## config.mk

```make
export PLATFORM = sky130hd
export DESIGN_NAME = pis_core
export DESIGN_NICKNAME = d
export VERILOG_FILES = /design/src/core/pis_pkg.sv /design/src/core/pis_core.sv
export VERILOG_INCLUDE_DIRS = /design/src /design/src/core
export SDC_FILE = /design/constraint.sdc
export NUM_CORES = 1
export LEC_CHECK = 0
export ABC_CLOCK_PERIOD_IN_PS = 3400
export BUFFER_PORTS_ARGS = -buffer_cell sky130_fd_sc_hd__buf_2
export CORE_MARGIN = 2
export CORE_UTILIZATION = 35
export DETAILED_ROUTE_END_ITERATION = 8
export PLACE_DENSITY = 0.62
export SLEW_MARGIN = 15
export SYNTH_ARGS = -nofsm -noshare
export SYNTH_HDL_FRONTEND = slang
export SYNTH_SLANG_ARGS = --single-unit
```

## constraint.sdc

```tcl
create_clock -name mclk -period 3.4 [get_ports mclk]
set_clock_uncertainty 0.05 [all_clocks]
set_input_delay 0.68 -clock mclk [delete_from_list [all_inputs] [get_ports mclk]]
set_output_delay 0.68 -clock mclk [all_outputs]
set_load 0.005 [all_outputs]
```

## src/core/pis_defines.svh

```systemverilog
// Bit positions, the code width and sizes for the peripheral interrupt status
// block. Included by the package and the core; definitions only.
`ifndef PIS_DEFINES_SVH
`define PIS_DEFINES_SVH

`define PIS_WORD_W        32
`define PIS_CODE_W        5
`define PIS_NUM_TIMERS    5
`define PIS_NUM_DIO       21

`define PIS_SC_CLK_SW     31
`define PIS_SC_RND        30
`define PIS_SC_CMP1       29
`define PIS_SC_CMP0       28
`define PIS_SC_WK1        27
`define PIS_SC_WK0        26
`define PIS_SC_BO_IN      25
`define PIS_SC_BO_OUT     24
`define PIS_SC_PC1        23
`define PIS_SC_PC0        22

`define PIS_AP_OVER       4
`define PIS_AP_FULL       3
`define PIS_AP_HALF       2
`define PIS_AP_ACC        1
`define PIS_AP_SAMP       0

`define PIS_TM_RISE       1
`define PIS_TM_PER        0
`define PIS_TICK_BIT      0
`define PIS_IR_BIT        0

`define PIS_SM_NOACK      7
`define PIS_SM_BUSY       6
`define PIS_SM_ARB        5
`define PIS_SM_BADCMD     2
`define PIS_SM_TIP        1
`define PIS_SM_IRQ        0

`define PIS_SS_ERR        4
`define PIS_SS_LAST       3
`define PIS_SS_RXW        2
`define PIS_SS_TAKEN      1
`define PIS_SS_NEED       0

`define PIS_ZERO_WORD     32'h0000_0000

`endif

```

## src/core/pis_pkg.sv

```systemverilog
// Types for the peripheral interrupt status block.
// Assumes pis_defines.svh is on the include path.
`include "pis_defines.svh"

package pis_pkg;

    // Source codes in the order peripherals are listed; codes not driven
    // here (serial ports, SPI master and slave, flash, cipher) are kept so numbering is stable.
    typedef enum logic [`PIS_CODE_W-1:0] {
        PIS_SRC_SYSCTRL,
        PIS_SRC_ANALOGUE,
        PIS_SRC_UART0,
        PIS_SRC_UART1,
        PIS_SRC_TIMER0,
        PIS_SRC_TIMER1,
        PIS_SRC_TIMER2,
        PIS_SRC_TIMER3,
        PIS_SRC_TIMER4,
        PIS_SRC_TICK,
        PIS_SRC_TWO_WIRE,
        PIS_SRC_SPIM,
        PIS_SRC_SPIS,
        PIS_SRC_FLASH,
        PIS_SRC_INFRARED,
        PIS_SRC_CIPHER
    } pis_src_t;

    typedef enum logic {
        PIS_ST_IDLE,
        PIS_ST_REPORT
    } pis_state_t;

    typedef struct packed {
        pis_state_t                       st;
        logic [`PIS_WORD_W-1:0]           sc;
        logic [`PIS_WORD_W-1:0]           ap;
        logic [`PIS_NUM_TIMERS-1:0][1:0]  tm;
        logic                             tick;
        logic                             ir;
        logic [`PIS_WORD_W-1:0]           sm;
        logic [`PIS_WORD_W-1:0]           ss;
        logic                             busy;
        logic                             irq;
        pis_src_t                         code;
        logic [`PIS_WORD_W-1:0]           word;
    } pis_regs_t;

endpackage

```

## src/core/pis_core.sv

```systemverilog
// Peripheral interrupt status: collects one-cycle cause pulses from the
// peripherals, holds them sticky, and presents one source code plus its
// cause word to the processor until it acknowledges.
// Assumes every event input is a one-cycle pulse on mclk from logic on the
// same clock, and the processor pulses ack once per presented source.
// Assumes dio_event is no wider than the 21 digital lines, so it stays
// clear of bit 21 and of the wake timer and pulse counter bits above it.
`timescale 1ns/1ps
`include "pis_defines.svh"

module pis_core
    import pis_pkg::*;
#(
    parameter int NUM_TIMERS = `PIS_NUM_TIMERS,
    parameter int NUM_DIO    = `PIS_NUM_DIO
) (
    // Clock and synchronous reset
    input  wire logic                        mclk,
    input  wire logic                        rst,

    // System controller causes
    input  wire logic                        clock_switch_event,
    input  wire logic                        random_value_ready,
    input  wire logic                        comparator_one_event,
    input  wire logic                        comparator_zero_event,
    input  wire logic                        wake_timer_one_event,
    input  wire logic                        wake_timer_zero_event,
    input  wire logic                        brownout_entered,
    input  wire logic                        brownout_exited,
    input  wire logic                        pulse_count_one_match,
    input  wire logic                        pulse_count_zero_match,
    input  wire logic [NUM_DIO-1:0]          dio_event,

    // Analogue causes
    input  wire logic                        adc_dma_overflow,
    input  wire logic                        adc_dma_full,
    input  wire logic                        adc_dma_half_full,
    input  wire logic                        adc_accumulate_mode,
    input  wire logic                        adc_accumulate_done,
    input  wire logic                        adc_sample_done,

    // General timers: output levels and their edge enables
    input  wire logic [NUM_TIMERS-1:0]       timer_output,
    input  wire logic [NUM_TIMERS-1:0]       timer_rise_irq_en,
    input  wire logic [NUM_TIMERS-1:0]       timer_period_irq_en,

    // Tick timer and infrared transmitter
    input  wire logic                        tick_event,
    input  wire logic                        infrared_send_done,

    // Two-wire master
    input  wire logic                        two_wire_no_ack,
    input  wire logic                        two_wire_start_seen,
    input  wire logic                        two_wire_stop_seen,
    input  wire logic                        two_wire_arb_lost,
    input  wire logic                        two_wire_bad_command,
    input  wire logic                        two_wire_transfer_active,
    input  wire logic                        two_wire_byte_done,

    // Two-wire slave
    input  wire logic                        two_wire_slave_protocol_error,
    input  wire logic                        two_wire_slave_burst_end,
    input  wire logic                        two_wire_slave_rx_waiting,
    input  wire logic                        two_wire_slave_tx_taken,
    input  wire logic                        two_wire_slave_tx_needed,

    // Processor side
    input  wire logic                        ack,
    output logic                             irq_valid,
    output logic [`PIS_CODE_W-1:0]           source_peripheral_code,
    output logic [`PIS_WORD_W-1:0]           cause_word,
    output logic                             two_wire_bus_active
);

    pis_regs_t               q_r;
    pis_regs_t               d_nxt;
    pis_src_t                pick_code;
    logic [`PIS_WORD_W-1:0]  pick_word;
    // Timer output of the previous cycle, for edge detection
    logic [NUM_TIMERS-1:0]   tout_d_r;
    logic [NUM_TIMERS-1:0]   t_rise;
    logic [NUM_TIMERS-1:0]   t_fall;
    // Per-cycle cause words, before they are made sticky
    logic [`PIS_WORD_W-1:0]  sc_ev;
    logic [`PIS_WORD_W-1:0]  ap_ev;
    logic [`PIS_WORD_W-1:0]  sm_ev;
    logic [`PIS_WORD_W-1:0]  ss_ev;

    // Edge detect on timer outputs; gated by the per-timer enables
    // Rising edge feeds bit 1, falling edge (period end) feeds bit 0
    genvar g;
    generate
        for (g = 0; g < NUM_TIMERS; g++) begin : g_tm
            assign t_rise[g] = timer_output[g] & ~tout_d_r[g]
                             & timer_rise_irq_en[g];
            assign t_fall[g] = ~timer_output[g] & tout_d_r[g]
                             & timer_period_irq_en[g];
        end
    endgenerate

    // Reset value low: a timer output already high at reset release
    // reads as a rising edge, so timers are expected to start low.
    always_ff @(posedge mclk) begin
        if (rst) begin
            tout_d_r <= '0;
        end else begin
            tout_d_r <= timer_output;
        end
    end

    always_comb begin
        // System controller word
        sc_ev = `PIS_ZERO_WORD;
        sc_ev[`PIS_SC_CLK_SW] = clock_switch_event;
        sc_ev[`PIS_SC_RND]    = random_value_ready;
        sc_ev[`PIS_SC_CMP1]   = comparator_one_event;
        sc_ev[`PIS_SC_CMP0]   = comparator_zero_event;
        sc_ev[`PIS_SC_WK1]    = wake_timer_one_event;
        sc_ev[`PIS_SC_WK0]    = wake_timer_zero_event;
        sc_ev[`PIS_SC_BO_IN]  = brownout_entered;
        sc_ev[`PIS_SC_BO_OUT] = brownout_exited;
        sc_ev[`PIS_SC_PC1]    = pulse_count_one_match;
        sc_ev[`PIS_SC_PC0]    = pulse_count_zero_match;
        sc_ev[NUM_DIO-1:0]    = dio_event;

        // Analogue word; accumulation done only counts in that mode
        ap_ev = `PIS_ZERO_WORD;
        ap_ev[`PIS_AP_OVER] = adc_dma_overflow;
        ap_ev[`PIS_AP_FULL] = adc_dma_full;
        ap_ev[`PIS_AP_HALF] = adc_dma_half_full;
        ap_ev[`PIS_AP_ACC]  = adc_accumulate_done
                            & adc_accumulate_mode;
        ap_ev[`PIS_AP_SAMP] = adc_sample_done;

        // Two-wire master; bus-active and transfer-active are added live
        sm_ev = `PIS_ZERO_WORD;
        sm_ev[`PIS_SM_NOACK]  = two_wire_no_ack;
        sm_ev[`PIS_SM_ARB]    = two_wire_arb_lost;
        sm_ev[`PIS_SM_BADCMD] = two_wire_bad_command;
        sm_ev[`PIS_SM_IRQ]    = two_wire_arb_lost
                              | two_wire_byte_done;

        // Two-wire slave
        ss_ev = `PIS_ZERO_WORD;
        ss_ev[`PIS_SS_ERR]   = two_wire_slave_protocol_error;
        ss_ev[`PIS_SS_LAST]  = two_wire_slave_burst_end;
        ss_ev[`PIS_SS_RXW]   = two_wire_slave_rx_waiting;
        ss_ev[`PIS_SS_TAKEN] = two_wire_slave_tx_taken;
        ss_ev[`PIS_SS_NEED]  = two_wire_slave_tx_needed;
    end

    // Timing: an event sampled at edge N is sticky after N and presented
    // after N+1 when nothing else is pending. The presented source stands
    // until ack; ack drops irq_valid after that edge and the next pending
    // source can appear one edge later.
    // Priority: system, analogue, timers, tick, two-wire, infrared.
    // Two-wire master and slave share one code; their words are ORed.
    // Clearing is per source on ack and wipes every sticky bit of that
    // source, including causes that arrived after the word was latched;
    // a cause pulsed in the ack cycle itself is kept (set wins).
    // Limitation: tick and infrared have one bit each, so repeats while
    // presented merge into one report.

    always_comb begin
        d_nxt = q_r;

        // Bus-active level: a START in the same cycle as STOP wins
        if (two_wire_start_seen) begin
            d_nxt.busy = 1'b1;
        end else if (two_wire_stop_seen) begin
            d_nxt.busy = 1'b0;
        end

        // Acknowledge clears the presented source; events of the same
        // cycle are ORed in after the clear so none is lost.
        if (q_r.st == PIS_ST_REPORT && ack) begin
            d_nxt.st = PIS_ST_IDLE;
            d_nxt.irq = 1'b0;
            case (q_r.code)
                PIS_SRC_SYSCTRL:  d_nxt.sc = `PIS_ZERO_WORD;
                PIS_SRC_ANALOGUE: d_nxt.ap = `PIS_ZERO_WORD;
                PIS_SRC_TIMER0:   d_nxt.tm[0] = 2'b00;
                PIS_SRC_TIMER1:   d_nxt.tm[1] = 2'b00;
                PIS_SRC_TIMER2:   d_nxt.tm[2] = 2'b00;
                PIS_SRC_TIMER3:   d_nxt.tm[3] = 2'b00;
                PIS_SRC_TIMER4:   d_nxt.tm[4] = 2'b00;
                PIS_SRC_TICK:     d_nxt.tick = 1'b0;
                PIS_SRC_INFRARED: d_nxt.ir = 1'b0;
                PIS_SRC_TWO_WIRE: begin
                    d_nxt.sm = `PIS_ZERO_WORD;
                    d_nxt.ss = `PIS_ZERO_WORD;
                end
                // Codes never presented have no sticky bits to clear
                default: d_nxt.st = PIS_ST_IDLE;
            endcase
        end

        // Sticky causes: new events ORed in after any clear
        d_nxt.sc = d_nxt.sc | sc_ev;
        d_nxt.ap = d_nxt.ap | ap_ev;
        for (int i = 0; i < NUM_TIMERS; i++) begin
            d_nxt.tm[i][`PIS_TM_RISE] = d_nxt.tm[i][`PIS_TM_RISE] | t_rise[i];
            d_nxt.tm[i][`PIS_TM_PER]  = d_nxt.tm[i][`PIS_TM_PER] | t_fall[i];
        end
        d_nxt.tick = d_nxt.tick | tick_event;
        d_nxt.ir = d_nxt.ir | infrared_send_done;
        d_nxt.sm = d_nxt.sm | sm_ev;
        d_nxt.ss = d_nxt.ss | ss_ev;

        // Fixed priority; one source is frozen while presented so the processor
        // sees no word change under it, except the two-wire live bits 1 and 6.
        if (q_r.st == PIS_ST_IDLE) begin
            d_nxt.code = pick_code;
            d_nxt.word = pick_word;
            if (pick_word != `PIS_ZERO_WORD) begin
                d_nxt.st = PIS_ST_REPORT;
                d_nxt.irq = 1'b1;
            end
        end

        // Transfer-active and bus-active are live levels in the word; the
        // slave's tx-taken cause shares bit 1, so it is ORed, not replaced.
        if (d_nxt.code == PIS_SRC_TWO_WIRE && d_nxt.st == PIS_ST_REPORT) begin
            d_nxt.word[`PIS_SM_TIP]  = two_wire_transfer_active
                                     | q_r.ss[`PIS_SS_TAKEN];
            d_nxt.word[`PIS_SM_BUSY] = d_nxt.busy;
        end
    end

    // Priority pick of the next source; timers go lowest index first,
    // hence the downward loop in which the last match wins.
    always_comb begin
        pick_code = q_r.code;
        pick_word = `PIS_ZERO_WORD;
        if (q_r.sc != `PIS_ZERO_WORD) begin
            pick_code = PIS_SRC_SYSCTRL;
            pick_word = q_r.sc;
        end else if (q_r.ap != `PIS_ZERO_WORD) begin
            pick_code = PIS_SRC_ANALOGUE;
            pick_word = q_r.ap;
        end else if (q_r.tm != '0) begin
            for (int i = NUM_TIMERS - 1; i >= 0; i--) begin
                if (q_r.tm[i] != 2'b00) begin
                    pick_code = pis_src_t'(PIS_SRC_TIMER0 + i);
                    pick_word = {30'h0, q_r.tm[i]};
                end
            end
        end else if (q_r.tick) begin
            // Tick and infrared words are fixed at bit 0
            pick_code = PIS_SRC_TICK;
            pick_word[`PIS_TICK_BIT] = 1'b1;
        end else if (q_r.sm != `PIS_ZERO_WORD
                     || q_r.ss != `PIS_ZERO_WORD) begin
            pick_code = PIS_SRC_TWO_WIRE;
            pick_word = q_r.sm | q_r.ss;
        end else if (q_r.ir) begin
            pick_code = PIS_SRC_INFRARED;
            pick_word[`PIS_IR_BIT] = 1'b1;
        end
    end

    // State register for the whole block except the timer output delay
    always_ff @(posedge mclk) begin
        if (rst) begin
            q_r <= '0;
        end else begin
            q_r <= d_nxt;
        end
    end

    // Every output is a field of the state register
    assign irq_valid              = q_r.irq;
    assign source_peripheral_code = q_r.code;
    assign cause_word             = q_r.word;
    assign two_wire_bus_active    = q_r.busy;

endmodule

```

## Yosys cells after proc, flatten, opt, wreduce, memory -nomap -nowiden

Index checks and enable logic that the tools add are counted.

- Word-level logic and storage cells: 138
- Input bits: 69
- Register bits after elaboration: 185
- Output and inout port bits: 39

- Multiplexer cells: 44
- Reduce and logical (&&, ||, !) cells: 15
- Bitwise operators: 50
- Eq/ne operators: 11

Operators by type and width:

| cell | count |
|---|---|
| 32-bit 2-to-1 mux | 9 |
| 32-bit nonzero test | 5 |
| 141-bit 2-to-1 mux | 1 |
| 64-bit 2-to-1 mux | 1 |
| 32-bit OR | 2 |
| 32-bit by 5-bit OR with 32-bit output | 2 |
| 31-bit 2-to-1 mux | 2 |
| 5-bit 2-to-1 mux | 11 |
| 38-bit 2-to-1 mux | 1 |
| 32-bit by 8-bit OR with 32-bit output | 1 |
| 5-bit by 4-bit == test with 1-bit output, second input constant | 5 |
| 1-bit AND | 21 |
| 5-bit by 3-bit == test with 1-bit output, second input constant | 4 |
| 1-bit OR | 14 |
| 1-bit 2-to-1 mux | 13 |
| 2-bit 2-to-1 mux | 6 |
| 1-bit inverter | 10 |
| 10-bit nonzero test | 1 |
| 2-bit nonzero test | 5 |
| 5-bit by 1-bit == test with 1-bit output, second input constant | 1 |
| 5-bit logical NOT | 1 |
| 1-bit logical AND | 2 |
| 2-bit by 1-bit inequality test with 1-bit output, second input constant | 1 |
| 1-bit logical OR | 1 |

## Logic depth before layout (Yosys ltp)

- Word-level depth: 15
- Gate-level depth with buffers: 9
- Depth with buffers taken out: 8

## Least setup slack after synthesis

Ideal clock, no wire load.

- Kind: reg2reg
- Start: register q_r[118] (netlist name)
- End: register q_r (netlist bit cause_word[6])
- Slack: 0.968 ns
- Clock period less this slack: 2.432 ns
- Buffers on the path: 1
- Data required time: 3.229 ns
- Stages on the path, launching flop included: 10
- Arrival: 2.261 ns
- Path through: dfxtp_1 or3_4 or3_1 buf_6 nor2_8 a211oi_4 a221oi_4 o21bai_2 a21oi_2 mux2_4

- Cells in the longest elaborated chain, start to end: 8
- Elaborated cells on any way between the ends: 13
- Those cells by class: eq/ne: 2; mux: 8; reduce/logical: 3

Ends and longest elaborated chain:

| item | RTL line | RTL |
|---|---|---|
| from (decl) | pis_core.sv:75 | `pis_regs_t q_r;` |
| from (signal assigned) | pis_core.sv:267 | `q_r <= d_nxt;` |
| 32-bit nonzero test (no line) | -- |  |
| 32-bit 2-to-1 mux | pis_core.sv:238 | `` end else if (q_r.ap != `PIS_ZERO_WORD) begin `` |
| 32-bit 2-to-1 mux | pis_core.sv:235 | `` if (q_r.sc != `PIS_ZERO_WORD) begin `` |
| 32-bit nonzero test (no line) | -- |  |
| 1-bit 2-to-1 mux | pis_core.sv:215 | `` if (pick_word != `PIS_ZERO_WORD) begin `` |
| 1-bit 2-to-1 mux | pis_core.sv:212 | `if (q_r.st == PIS_ST_IDLE) begin` |
| 1-bit logical AND | pis_core.sv:223 | `if (d_nxt.code == PIS_SRC_TWO_WIRE && d_nxt.st == PIS_ST_REPORT) begin` |
| 2-bit by 1-bit inequality test with 1-bit output (no line) / 1-bit 2-to-1 mux (equally long branches) | -- |  |

Several ways; a longest one is shown, not always the timed one. The select of a mux whose other input is x is not followed.
A chain may end at the register's enable or synchronous reset.

## Worst setup path after layout

- Start: register q_r[162] (netlist name)
- End: register q_r (netlist bit cause_word[6])

- Cells in the longest elaborated chain, start to end: 7
- Elaborated cells on any way between the ends: 11
- Those cells by class: eq/ne: 2; mux: 6; reduce/logical: 3

Ends and longest elaborated chain:

| item | RTL line |
|---|---|
| 32-bit nonzero test (no line) | -- |
| 32-bit 2-to-1 mux | pis_core.sv:235 |
| 32-bit nonzero test (no line) | -- |
| 1-bit 2-to-1 mux | pis_core.sv:215 |
| 1-bit 2-to-1 mux | pis_core.sv:212 |
| 1-bit logical AND | pis_core.sv:223 |
| 2-bit by 1-bit inequality test with 1-bit output (no line) / 1-bit 2-to-1 mux (equally long branches) | -- |

Several ways; a longest one is shown, not always the timed one. The select of a mux whose other input is x is not followed.

==> flow_summary.yaml <==
global_routing:
  grt_util_all_layers: 0.163
  grt_max_degree: 55
  antenna_found_initial: 1
  grtUsageMet3: 0.0648
  grtUsageMet2: 0.265
  met1_usage: 0.200
  grt_pass1_vias: 3326
  grt-ovfl-total: 0
  grt_busiest_layer: "met2"
  grt_pass1_wl_microns: 16600
logic_synthesis:
  synth_adder_area_share: 0
  netlist_area_sq_um: 4330
  async_flop_share: 0
  synth-seq-area-share: 0.467
  syn_avg_cell_area_sq_um: 8.83
  ys.flop_type: "dfxtp_1"
  synth-edff-count: 0
  synth_top_family_by_area: "simple AND/OR/NAND/NOR gates"
  synth_compound_area_frac: 0.172
  synth-simple-area-share: 0.201
  yosys_warnings: 0
  synth_area_leaders: "dfxtp_1 (47%), a21oi_1 (8.1%), nor2_1 (7.7%)"
  muxShareOfSynthArea: 0.0590
  ys_ff_latch: 101
  synthXorXnorAreaFrac: 0
  synthDistinctLibCells: 52
  synth_top_area_frac: 0.467
  netlist_top_cells_count: "dfxtp_1 (101), nor2_1 (89), a21oi_1 (70)"
  synth_largest_area_cell: "dfxtp_1"
  synth_cells: 490
  synth.most_common_cell: "dfxtp_1"
  syn-num-nets: 559
sta:
  tightest_slew_ns: 1.15
  post-route-period-util: 0.805
  fin_crit_ns: 2.74
  setup_tns_ns: 0
  fmax_ghz: 0.366
  drv_slew: 0
  rsz0062_at_grt: "no"
  hold_viol_final: 0
  setup_violations: 0
  maxSlewHeadroom: 0.232
clock_network:
  numCtsBuffers: 9
  cts_resized: 0
  root_buffer: "clkbuf_16"
  clk_pin_slew_worst_paths_ns: 0.07
  cts_sinks: 101
  cts_hold_buffers: 0
  cts_max_level: 3
  cts_tree: "done"
  postCtsSetupBuffers: 0
  clk_path_buf_depth: 2
  clk_latency_ns: 0.35
status:
  outcome: "finished, final reports clean"
floorplan:
  std_cell_rows: 40
  die_y_microns: 115
  ios: 108
  core_sq_um: 12100
  fp.dieW_microns: 115
  start_util: 0.359
  die_area_sq_um: 13300
route:
  drtPass1Iterations: 4
  drt-wirelength-per-cell_microns: 14.8
  wl_microns: 10700
  drt_iter0_drc: 231
  drcViolationCount: 0
  via_count: 3562
  vias_per_cell: 4.93
  ant_nets: 0
worst_setup_path:
  cp-end-kind: "flop"
  cp_slowest_cell: "nor4_1"
  cp.required_ns: 3.58
  arrival_ns: 2.92
  slowest_delay_ns: 0.49
  crit_chain: "nor4_1, nand4_1, or3_4, a221o_2, o2111ai_2, o21bai_2, a21oi_2, mux2_4"
  crit_fanout: 12
  cp-start-kind: "flop"
  path_class: "reg2reg"
final_layout:
  antenna_cells: 0
  layout.nets: 619
  fin_area_sq_um: 4980
  area_delta_synth_final_pct: 15.2
  layout-drive-gt1-share: 0.251
place:
  dpl_cell_area_sq_um: 4720
  port_buffers: 106
  place_hpwl_microns: 7810
  finalWeightedCongestion: 0.820
pwr:
  leakage_nw: 2.17
  powerDensity_nw_per_um2: 518
  p_total_w: 0.00258
  peakVddDrop_v: 0.000260
job:
  cap_viol_max_count: 0
hold_path:
  hold_class: "reg2reg"
## logic make-up after synthesis
family / count (synthesis)
simple gates: 169
mux: 25
other cells: 1
buf+inv: 74
compound gates: 120
flops: 101
## metrics by stage
step	setup slack [ns]	hold WS (ns)	instances	util
2_1_floorplan	0.968	0.391	490	-
3_3_place_gp	0.713	0.404	707	0.391
3_5_place_dp	0.642	0.410	707	0.391
4_1_cts	0.635	0.420	722	0.413
5_1_grt	0.488	0.431	722	0.413
6_report	0.664	0.415	722	0.413
## final timing paths
path	end	startpoint	slack, ns	depth (start not counted)
min	cause_word[2]	cause_word[2]	0.42	2
max reg2reg	cause_word[6]	q_r[162]	0.66	8
min reg2reg	cause_word[2]	cause_word[2]	0.42	2
max	cause_word[6]	q_r[162]	0.66	8
## final cells by class
| type | count | area, sq um |
|---|---|---|
| inverters | 13 | 48.8 |
| clock buffers | 12 | 246 |
| fillers | 1223 | 7080 |
| multi-input cells | 315 | 1870 |
| well taps | 168 | 210 |
| clock inverters | 3 | 22.5 |
| flip-flops and latches | 101 | 2020 |
| repair buffers | 110 | 561 |
## per-layer routing
metal,part of all wire,wire (microns)
met5,0.0010,11
met4,0.015,160
met3,0.072,771
met2,0.46,4890
met1,0.45,4840
## sequential cells by signal (all words and copies together) (netlist names)
name,cells
two_wire_bus_active,1
source_peripheral_code,5
cause_word,31
tout_d_r,5
q_r,58
irq_valid,1
## worst max-delay path, delay by kind of cell, from the launching register on
family	cells	cell delay, ns
AND/OR/NAND/NOR	3	1.09
flip-flops	1	0.32
multiplexers	1	0.31
AO/OA/AOI/OAI	4	0.82
## power by group
part | internal [W] | switching [W] | total, W
Sequential | 0.00126 | 0.0000669 | 0.00133
Combinational | 0.000145 | 0.000167 | 0.000312
Clock | 0.000514 | 0.000428 | 0.000942
Total | 0.00192 | 0.000662 | 0.00258
## placed cells by master, fill, tap and decap left out, types with 2 or more instances in the layout
cell and instances:
buf_2 106, dfxtp_1 100, nor2_1 89, a21oi_1 70, mux2i_1 24, o21ai_0 17, nor3_1 13, inv_1 13
nor2b_1 11, nand2_1 10, clkbuf_16 9, nor4_1 8, nand3b_1 8, o21bai_1 7, or3_1 6, nand4_1 4
nand3_1 4, a211oi_1 4, nand2b_1 4, buf_4 4, or3_4 2, nor4_4 2, and3_1 2, o22a_1 2
o31ai_1 2, a21oi_2 2, clkbuf_1 2, clkinv_4 2
(Power assumes the default switching activity.)
